[config.mk]
export PLATFORM = sky130hd
export DESIGN_NAME = pssr_top
export DESIGN_NICKNAME = d
export VERILOG_FILES = /design/src/pssr_pkg.sv /design/src/pssr_top.sv /design/src/pssr_port.sv
export SDC_FILE = /design/constraint.sdc
export NUM_CORES = 1
export LEC_CHECK = 0
export BUFFER_PORTS_ARGS = -buffer_cell sky130_fd_sc_hd__buf_2
export CAP_MARGIN = 10
export CORE_ASPECT_RATIO = 1.5
export CORE_MARGIN = 10
export CORE_UTILIZATION = 55
export CTS_CLUSTER_DIAMETER = 80
export CTS_CLUSTER_SIZE = 8
export DETAILED_ROUTE_END_ITERATION = 8
export GPL_ROUTABILITY_DRIVEN = 0
export GPL_TIMING_DRIVEN = 0
export PLACE_DENSITY_LB_ADDON = 0.25
export SYNTH_ARGS = -nofsm -noshare
export SYNTH_HDL_FRONTEND = slang
export SYNTH_SLANG_ARGS = --single-unit
[constraint.sdc]
create_clock -name i_core_clk -period 3.3 [get_ports i_core_clk]
set_clock_uncertainty 0.2 [all_clocks]
set_input_delay 0.66 -clock i_core_clk [delete_from_list [all_inputs] [get_ports i_core_clk]]
set_output_delay 0.66 -clock i_core_clk [all_outputs]
set_load 0.02 [all_outputs]
[src/pssr_pkg.sv]
package pssr_pkg;
    localparam int          PSSR_NUM_PORTS    = 2;
    localparam int          PSSR_PORT_W       = 1;
    localparam int          PSSR_ADDR_W       = 6;
    localparam int          PSSR_DATA_W       = 16;
    // Address = {port, index}; index is the low 4 bits
    localparam logic [3:0]  PSSR_IDX_STATUS   = 4'h1;
    localparam logic [3:0]  PSSR_IDX_ID_HIGH  = 4'h2;
    localparam logic [3:0]  PSSR_IDX_ID_LOW   = 4'h3;
    localparam logic [3:0]  PSSR_IDX_IRQ_STAT = 4'h8;
    localparam logic [3:0]  PSSR_IDX_IRQ_MASK = 4'h9;
    localparam int          PSSR_PORT_LSB     = 4;
    // Status bit positions
    localparam int          PSSR_B_T4         = 15;
    localparam int          PSSR_B_ABIL_HI    = 14;
    localparam int          PSSR_B_ABIL_LO    = 11;
    localparam int          PSSR_B_T2_FD      = 10;
    localparam int          PSSR_B_T2_HD      = 9;
    localparam int          PSSR_B_AN_DONE    = 5;
    localparam int          PSSR_B_RFAULT     = 4;
    localparam int          PSSR_B_AN_ABLE    = 3;
    localparam int          PSSR_B_LINK       = 2;
    localparam int          PSSR_B_JABBER     = 1;
    localparam int          PSSR_B_EXT_CAP    = 0;
    // Identity fields; values arbitrary, not any real maker's codes
    localparam logic [15:0] PSSR_RST_ID_HIGH  = 16'h1234;
    localparam logic [5:0]  PSSR_RST_ORG_LOW  = 6'h15;
    localparam logic [5:0]  PSSR_RST_MODEL    = 6'h2a;
    localparam logic [3:0]  PSSR_RST_REV      = 4'h3;
    // Interrupt status bits per port: an_done, rfault, link_down, jabber
    localparam int          PSSR_IRQ_W        = 4;
    localparam logic [3:0]  PSSR_RST_MASK     = 4'h0;
endpackage

[src/pssr_top.sv]
// Functional notes
// - Status bit 15 (100BASE-T4 ability) always reads zero.
// - Status bits 14 to 11 read one, reporting the four supported modes.
// - Status bits 10 and 9 (100BASE-T2 abilities) always read zero.
// - Status bit 5 shows auto-negotiation complete and resets to zero.
// - Status bit 4 latches high on a remote fault and resets to zero.
// - Status bit 3 always reads one, showing auto-negotiation ability.
// - Status bit 2 shows link, latches low on any loss, resets to zero.
// - Status bit 1 latches high on jabber and resets to zero.
// - Status bit 0 always reads one for extended register support.
// - The status register is at index 1, 16 bits, read-only, bits 8:6 reserved.
// - The identifier high register at index 2 holds identifier bits 3 to 18, writable.
// - The identifier low register at index 3 holds identifier bits 19 to 24 in 15:10.
// - Bits 9:4 of the identifier low register hold a writable model number.
// - Bits 3:0 of the identifier low register hold a writable revision.
//
// Chosen here: the strobed register port.
`timescale 1ns/10ps
module pssr_top
    import pssr_pkg::*;
(
    input  wire logic [PSSR_ADDR_W-1:0]    i_addr,
    input  wire logic [PSSR_DATA_W-1:0]    i_wdata,
    input  wire logic                      i_wr,
    input  wire logic                      i_rd,
    output logic      [PSSR_DATA_W-1:0]    o_rdata,
    input  wire logic [PSSR_NUM_PORTS-1:0] i_an_done,
    input  wire logic [PSSR_NUM_PORTS-1:0] i_rfault,
    input  wire logic [PSSR_NUM_PORTS-1:0] i_link_up,
    input  wire logic [PSSR_NUM_PORTS-1:0] i_jabber,
    output logic                           o_irq,
    input  wire logic                      i_core_clk,
    input  wire logic                      i_arst_n
);
    logic [PSSR_NUM_PORTS-1:0] an_s1, an_s2, rf_s1, rf_s2, lk_s1, lk_s2, jb_s1, jb_s2;
    logic [PSSR_NUM_PORTS-1:0] an_q, lk_q;
    logic [PSSR_NUM_PORTS-1:0][15:0] status, id_high, id_low;
    logic [PSSR_NUM_PORTS-1:0][PSSR_IRQ_W-1:0] irq_stat, irq_mask;
    logic [PSSR_PORT_W-1:0]    port;
    logic [3:0]                idx;

    assign port = i_addr[PSSR_PORT_LSB +: PSSR_PORT_W];
    assign idx  = i_addr[3:0];

    function automatic logic hit(input logic [3:0] want, input logic [PSSR_PORT_W-1:0] p,
                                 input int unsigned k);
        // The top address bit must be zero, so no access aliases onto a port
        hit = (want == idx) && (p == k[PSSR_PORT_W-1:0]) && !i_addr[PSSR_ADDR_W-1];
    endfunction

    // Status lines come from the PHY's own timing, so they are synchronised
    always_ff @(posedge i_core_clk or negedge i_arst_n) begin
        if (!i_arst_n) begin
            {an_s1, an_s2, rf_s1, rf_s2} <= '0;
            {lk_s1, lk_s2, jb_s1, jb_s2} <= '0;
            {an_q, lk_q}                 <= '0;
        end else begin
            an_s1 <= i_an_done;
            an_s2 <= an_s1;
            rf_s1 <= i_rfault;
            rf_s2 <= rf_s1;
            lk_s1 <= i_link_up;
            lk_s2 <= lk_s1;
            jb_s1 <= i_jabber;
            jb_s2 <= jb_s1;
            an_q  <= an_s2;
            lk_q  <= lk_s2;
        end
    end

    for (genvar g = 0; g < PSSR_NUM_PORTS; g++) begin : g_port
        pssr_port u_port (
            .i_core_clk   (i_core_clk),
            .i_arst_n     (i_arst_n),
            .i_an_done    (an_s2[g]),
            .i_rfault     (rf_s2[g]),
            .i_link_up    (lk_s2[g]),
            .i_jabber     (jb_s2[g]),
            .i_status_rd  (i_rd && hit(PSSR_IDX_STATUS, port, g)),
            .i_id_high_wr (i_wr && hit(PSSR_IDX_ID_HIGH, port, g)),
            .i_id_low_wr  (i_wr && hit(PSSR_IDX_ID_LOW, port, g)),
            .i_wdata      (i_wdata),
            .o_status     (status[g]),
            .o_id_high    (id_high[g]),
            .o_id_low     (id_low[g])
        );

        // Sticky events; a new event beats the clear-on-read
        always_ff @(posedge i_core_clk or negedge i_arst_n) begin
            if (!i_arst_n) begin
                irq_stat[g] <= '0;
            end else begin
                irq_stat[g] <= {an_s2[g] & ~an_q[g], rf_s2[g], ~lk_s2[g] & lk_q[g], jb_s2[g]}
                             | (irq_stat[g] & {PSSR_IRQ_W{~(i_rd && hit(PSSR_IDX_IRQ_STAT, port, g))}});
            end
        end

        always_ff @(posedge i_core_clk or negedge i_arst_n) begin
            if (!i_arst_n) begin
                irq_mask[g] <= PSSR_RST_MASK;
            end else if (i_wr && hit(PSSR_IDX_IRQ_MASK, port, g)) begin
                irq_mask[g] <= i_wdata[PSSR_IRQ_W-1:0];
            end
        end
    end

    always_ff @(posedge i_core_clk or negedge i_arst_n) begin
        if (!i_arst_n) begin
            o_irq <= 1'b0;
        end else begin
            o_irq <= |(irq_stat & irq_mask);
        end
    end

    // Read data stands only in the cycle after the strobe; unmapped reads give zero
    always_ff @(posedge i_core_clk or negedge i_arst_n) begin
        if (!i_arst_n) begin
            o_rdata <= '0;
        end else if (!i_rd || i_addr[PSSR_ADDR_W-1] || 32'(port) >= PSSR_NUM_PORTS) begin
            o_rdata <= '0;
        end else begin
            case (idx)
                PSSR_IDX_STATUS:   o_rdata <= status[port];
                PSSR_IDX_ID_HIGH:  o_rdata <= id_high[port];
                PSSR_IDX_ID_LOW:   o_rdata <= id_low[port];
                PSSR_IDX_IRQ_STAT: o_rdata <= {12'h000, irq_stat[port]};
                PSSR_IDX_IRQ_MASK: o_rdata <= {12'h000, irq_mask[port]};
                default:           o_rdata <= '0;
            endcase
        end
    end
endmodule // pssr_top

[src/pssr_port.sv]
`timescale 1ns/10ps
module pssr_port
    import pssr_pkg::*;
(
    input  wire logic        i_core_clk,
    input  wire logic        i_arst_n,
    input  wire logic        i_an_done,
    input  wire logic        i_rfault,
    input  wire logic        i_link_up,
    input  wire logic        i_jabber,
    input  wire logic        i_status_rd,
    input  wire logic        i_id_high_wr,
    input  wire logic        i_id_low_wr,
    input  wire logic [15:0] i_wdata,
    output logic      [15:0] o_status,
    output logic      [15:0] o_id_high,
    output logic      [15:0] o_id_low
);
    logic rfault_lat;
    logic jabber_lat;
    logic link_lat;

    // Latched-high bits: a read clears, but a live event in the same cycle wins
    always_ff @(posedge i_core_clk or negedge i_arst_n) begin
        if (!i_arst_n) begin
            rfault_lat <= 1'b0;
            jabber_lat <= 1'b0;
        end else begin
            rfault_lat <= i_rfault | (rfault_lat & ~i_status_rd);
            jabber_lat <= i_jabber | (jabber_lat & ~i_status_rd);
        end
    end

    // Latched-low link: a drop sticks until a status read made while the link is up sets it again
    always_ff @(posedge i_core_clk or negedge i_arst_n) begin
        if (!i_arst_n) begin
            link_lat <= 1'b0;
        end else if (!i_link_up) begin
            link_lat <= 1'b0;
        end else if (i_status_rd) begin
            link_lat <= 1'b1;
        end
    end

    always_ff @(posedge i_core_clk or negedge i_arst_n) begin
        if (!i_arst_n) begin
            o_id_high <= PSSR_RST_ID_HIGH;
        end else if (i_id_high_wr) begin
            o_id_high <= i_wdata;
        end
    end

    always_ff @(posedge i_core_clk or negedge i_arst_n) begin
        if (!i_arst_n) begin
            o_id_low <= {PSSR_RST_ORG_LOW, PSSR_RST_MODEL, PSSR_RST_REV};
        end else if (i_id_low_wr) begin
            o_id_low <= i_wdata;
        end
    end

    always_comb begin
        o_status                                = 16'h0000;
        o_status[PSSR_B_T4]                     = 1'b0;
        o_status[PSSR_B_ABIL_HI:PSSR_B_ABIL_LO] = 4'hf;
        o_status[PSSR_B_T2_FD]                  = 1'b0;
        o_status[PSSR_B_T2_HD]                  = 1'b0;
        o_status[PSSR_B_AN_DONE]                = i_an_done;
        o_status[PSSR_B_RFAULT]                 = rfault_lat;
        o_status[PSSR_B_AN_ABLE]                = 1'b1;
        o_status[PSSR_B_LINK]                   = link_lat;
        o_status[PSSR_B_JABBER]                 = jabber_lat;
        o_status[PSSR_B_EXT_CAP]                = 1'b1;
    end
endmodule // pssr_port

## Word-level counts from Yosys, hierarchy flattened

Cells that the tools add are included.

- Magnitude comparators: 1
- Eq/ne operators: 12
- Mux-type cells: 16
- Bitwise logic cells: 26
- Reduce and logical (&&, ||, !) cells: 34

Operators by type and width:

| operator | count |
|---|---|
| 16-bit 2-to-1 mux | 6 |
| 16-bit one-hot mux with 5 select lines | 1 |
| 1-bit logical AND | 30 |
| 4-bit 2-to-1 mux | 4 |
| 1-bit NOT | 9 |
| 1-bit AND | 8 |
| 4-bit AND | 2 |
| 8-bit AND | 1 |
| 2-bit by 4-bit equality test with 1-bit output, first input constant | 2 |
| 4-bit by 2-bit equality test with 1-bit output, second input constant | 2 |
| 4-bit equality test, first input constant | 2 |
| 4-bit equality test, second input constant | 2 |
| 4-bit bitwise OR | 2 |
| 8-bit OR reduction | 1 |
| 6-bit 2-to-1 mux | 1 |
| 1-bit by 4-bit equality test with 1-bit output, first input constant | 1 |
| 4-bit by 1-bit equality test with 1-bit output, second input constant | 1 |
| 1-bit 2-to-1 mux | 4 |
| 2-bit by 1-bit != test with 1-bit output, second input constant | 2 |
| 1-bit bitwise OR | 4 |
| 1-bit zero test | 2 |
| 1-bit by 2-bit < comparator with 1-bit output, second input constant | 1 |
| 1-bit logical OR | 1 |

- Register bits after elaboration: 123
- Input bits: 34
- Output and inout bits: 17
- Logic and storage cells: 115

## Depth between registers and ports, before layout

- Depth after elaboration: 7
- Depth in mapped cells: 6
- Depth with buffers taken out: 3

## Modules after synthesis

Synthesis repeated with hierarchy kept, for this count alone.

- Cell total of the unflattened synthesis: 399
- Area, all modules: 5781.8 um^2

Modules (own cells, without submodules):

| module | times used | cells each | area an instance (um^2) | seq. area each (um^2) |
|---|---|---|---|---|
| pssr_port | 2 | 93 | 1544.0 | 892.1 |
| pssr_top | 1 | 213 | 2693.8 | 1326.3 |

## Worst setup path before layout

OpenSTA, ideal clock, no wires.

- Kind: input port to flip-flop
- From: input port i_addr[3]
- To: register g_port[1].u_port.o_id_high[10]
- Library setup time: 125 ps
- Arrival: 2046 ps
- Required time: 2975 ps
- Slack: 929 ps
- Cell stages on the path: 6
- Buffers on the path: 3
- Path through: buf_6 -> or4b_1 -> buf_4 -> nor2_8 -> buf_12 -> mux2_2

- Cells in the longest elaborated chain, start to end: 4

RTL lines:

| item | RTL line | RTL |
|---|---|---|
| from (decl) | pssr_top.sv:22 | `input wire logic [PSSR_ADDR_W-1:0] i_addr,` |
| 2-bit by 4-bit equality test with 1-bit output | pssr_top.sv:48 | `hit = (want == idx) && (p == k[PSSR_PORT_W-1:0]) && !i_addr[PSSR_ADDR_W-1];` |
| 1-bit logical AND (2 in a row) | pssr_top.sv:48 |  |
| 1-bit logical AND | pssr_top.sv:80 | `.i_id_high_wr (i_wr && hit(PSSR_IDX_ID_HIGH, port, g)),` |
| to (signal assigned) | pssr_port.sv:49 | `o_id_high <= i_wdata;` |
| to (decl) | pssr_port.sv:16 | `output logic [15:0] o_id_high,` |

Every way passes these cells.
A chain may end at the register's enable or synchronous reset.

## Worst setup path after layout

- From: input port i_addr[0]
- To: register irq_stat[1] in the netlist's numbering

- Cells in the longest elaborated chain, start to end: 7

RTL lines:

| item | RTL line | RTL |
|---|---|---|
| 4-bit equality test | pssr_top.sv:48 |  |
| 1-bit logical AND (2 in a row) | pssr_top.sv:48 |  |
| 1-bit logical AND | pssr_top.sv:94 | `\| (irq_stat[g] & {PSSR_IRQ_W{~(i_rd && hit(PSSR_IDX_IRQ_STAT, port, g))}});` |
| 1-bit NOT | pssr_top.sv:94 |  |
| 4-bit AND | pssr_top.sv:94 |  |
| 4-bit bitwise OR | pssr_top.sv:94 |  |
| to (signal, indexed assignment) | pssr_top.sv:93 | `irq_stat[g] <= {an_s2[g] & ~an_q[g], rf_s2[g], ~lk_s2[g] & lk_q[g], jb_s2[g]}` |
| to (decl) | pssr_top.sv:38 | `logic [PSSR_NUM_PORTS-1:0][PSSR_IRQ_W-1:0] irq_stat, irq_mask;` |

Every way passes these cells.

==> metrics.yaml <==
run_status:
  outcome: "complete, no violations"
critical_path:
  worstReg2RegStart: "irq_stat[4]"
  cpPeakStageDelay_ns: 0.96
  worst-r2r-cell-count: 3
  crit_type: "in -> reg"
  cp_max_fo: 9
  worstSetupStartpoint: "i_addr[0]"
  cp.arrival_ns: 2.41
  required_ns: 3.39
  crit_path_top_delay_cell: "nor4b_1"
  cp-end-kind: "flop"
  path_cells: "buf_2, nor4b_1, nand2_1, a22o_1"
  start_kind: "input pin"
synth:
  syn_area_sq_um: 5100
  syn_area_per_cell_sq_um: 14.8
  yosysSeqAreaShare_pct: 60.9
  synth_flop_cell: "dfrtp_1"
  synth_nets: 379
  synth_cell_types: 38
  synthCells: 345
  synth-edff-count: 0
  ys_ff_latch: 123
  yosysWarningCount: 0
  async_reset_ff_share_pct: 100
clock_tree:
  post_cts_resized: 0
  htreeDepth: 4
  cts_tree: "built"
  clkLatencyLatePin_ns: 0.40
  cts_buffers: 17
  clkTransAtPathRegs_ns: 0.06
  cts_buffer_depth: 2
  cts-root-buf: "clkbuf_16"
  clock_sinks: 123
route:
  antenna_left: 0
  dr_wl_met3_microns: 540
  drc: 0
  route.met2.wl_microns: 5740
  via_count: 3113
  vias_per_cell: 5.79
  drt-wirelength-per-cell_microns: 19.8
  drt_iter0_drc: 129
  routed_wl_microns: 10700
  wl_met1_microns: 4190
  firstDrtPassIters: 4
  top_layer: "met4"
die:
  io_pins: 51
  dieArea_sq_um: 13600
  fp.dieW_microns: 98.7
  initial_core_util_pct: 55.8
  num_rows: 43
  core_sq_um: 9150
  dieHeight_microns: 138
power:
  total_power_mw: 3.85
  ir_drop_uv: 428
  p_per_area_nw_per_um2: 630
  leakagePower_nw: 2.79
global_routing:
  grt_pass1_vias: 3444
  grt_usage_pct: 16.6
  antenna_found_initial: 0
  grt_overflow: 0
  grt_first_pass_wirelength_microns: 17600
  grt_max_degree: 90
worst_hold_path:
  hp-start: "rf_s1[1]"
  min_path_cells: 0
  hp-class: "reg -> reg"
sta:
  fin_crit_sh_pct: 70.3
  tightest_slew_ns: 1.10
  rsz0062_at_grt: "no"
  max_freq_mhz: 431
  worst_slack_ns: 0.981
  maxSlewHeadroom_pct: 25.8
  tns_ns: 0
  period_minus_slack_ns: 2.32
  finalHoldViolCount: 0
  finalSetupViolCount: 0
  slew_viol_final: 0
finish:
  regArea_sq_um: 3110
  fillCellCount: 675
  num_antenna_cells: 0
  area_delta_synth_final_pct: 19.7
  nets: 447
  final_layout_size_suffix_gt1_share_pct: 47.9
  multiInputGateArea_sq_um: 1870
  utilization_pct: 66.8
placed_design:
  dp_hpwl_microns: 7400
  portBuffers: 47
  place_ws_ns: 0.613
job:
  cap_viol_max_count: 0
[worst max-delay path, delay by kind of cell]
family                 cells  cell delay [ns]
AND/OR/NAND/NOR            2             1.29
AO/OA/AOI/OAI              1             0.30
buffers and inverters      1             0.16
[registers in the layout, summed over array words and instances (netlist names)]
name / cells
jb_s2: 2
an_s1: 2
an_s2: 2
g_port.u_port.link_lat: 2
rf_s1: 2
irq_mask: 8
o_irq: 1
lk_s2: 2
g_port.u_port.jabber_lat: 2
g_port.u_port.o_id_high: 32
lk_s1: 2
o_rdata: 16
rf_s2: 2
jb_s1: 2
an_q: 2
irq_stat: 8
lk_q: 2
g_port.u_port.o_id_low: 32
g_port.u_port.rfault_lat: 2
[stage by stage]
step	hold slack, ns	cell area, sq um	cells
after floorplan	0.131	5100	345
after global placement	0.131	5480	504
after detailed placement	0.137	5510	505
after CTS	0.148	6110	538
after global routing	0.141	6110	538
final	0.149	6110	538
[final timing paths]
check	to	slack (ns)
min	rf_s2[1]	0.15
max in group asynchronous	g_port[1].u_port.o_id_low[5]	1.63
max reg2reg	o_rdata[0]	1.89
max	irq_stat[1]	0.98
min in group asynchronous	lk_q[1]	0.51
min reg2reg	rf_s2[1]	0.15
[routing by layer]
metal / vias to the layer above / track usage (%)
li1: 1414 / -
met1: 1605 / 17.7
met2: 77 / 29.3
met3: 17 / 5.54
met4: 0 / 7.19
met5: - / 0
[synth_stat cells, types with 2 or more instances]
cell type | count | share of area (%)
nand2_1 | 9 | 0.66
mux2_2 | 81 | 18
nor4b_1 | 2 | 0.34
a211oi_1 | 2 | 0.29
inv_1 | 5 | 0.37
or4b_1 | 2 | 0.39
mux2_1 | 3 | 0.66
nor3b_1 | 2 | 0.29
buf_1 | 2 | 0.15
and4bb_2 | 2 | 0.49
dfrtp_1 | 97 | 48
buf_2 | 8 | 0.78
a21o_1 | 8 | 1.2
nand3_1 | 2 | 0.20
a22o_1 | 4 | 0.69
a21oi_1 | 8 | 0.78
clkbuf_1 | 5 | 0.37
nor2_1 | 5 | 0.37
a31oi_1 | 4 | 0.49
a221oi_1 | 2 | 0.34
a22oi_1 | 10 | 1.5
o22a_1 | 14 | 2.4
mux2i_1 | 28 | 5.5
dfstp_2 | 26 | 13
[final cells by class]
class	instances	area share, %
flip-flops and latches	123	50.9
inverters	5	0.307
plain buffers	18	1.72
multi-input cells	199	30.6
well taps	112	2.29
clock inverters	14	2.42
repair buffers	49	4.57
clock buffers	18	7.19
[where the power goes]
group          leakage, nW  internal (mW)  switching [mW]  total, mW
logic                 1.03          0.167           0.148      0.315
registers             1.48           1.68          0.0698       1.75
clock network        0.274           1.13           0.660       1.79
[cells by family after synthesis]
group,Yosys count,synth area share (%)
simple gates,35,4.95
mux,112,24.0
flops,123,60.9
compound gates,52,7.65
buf+inv,23,2.43
[placed cells by master (no fill, tap or decap), types with 3 or more instances in the layout]
master	instances
clkbuf_1	5
a22o_1	4
a21oi_1	8
dfstp_2	26
a21o_1	8
nor2_1	5
clkinv_2	3
a31oi_1	4
mux2_1	3
mux2_2	81
nand2_1	9
dfrtp_1	97
clkbuf_16	17
buf_2	54
a22oi_1	10
inv_1	5
o22a_1	14
mux2i_1	28
clkinv_4	3
clkinvlp_4	5
[what timing repair did]
action                    CTS  global route
hold endpoints to repair   30             0
buffers inserted            0             0
hold buffers                1             0
No activity file was read; power rests on OpenSTA's default activity.
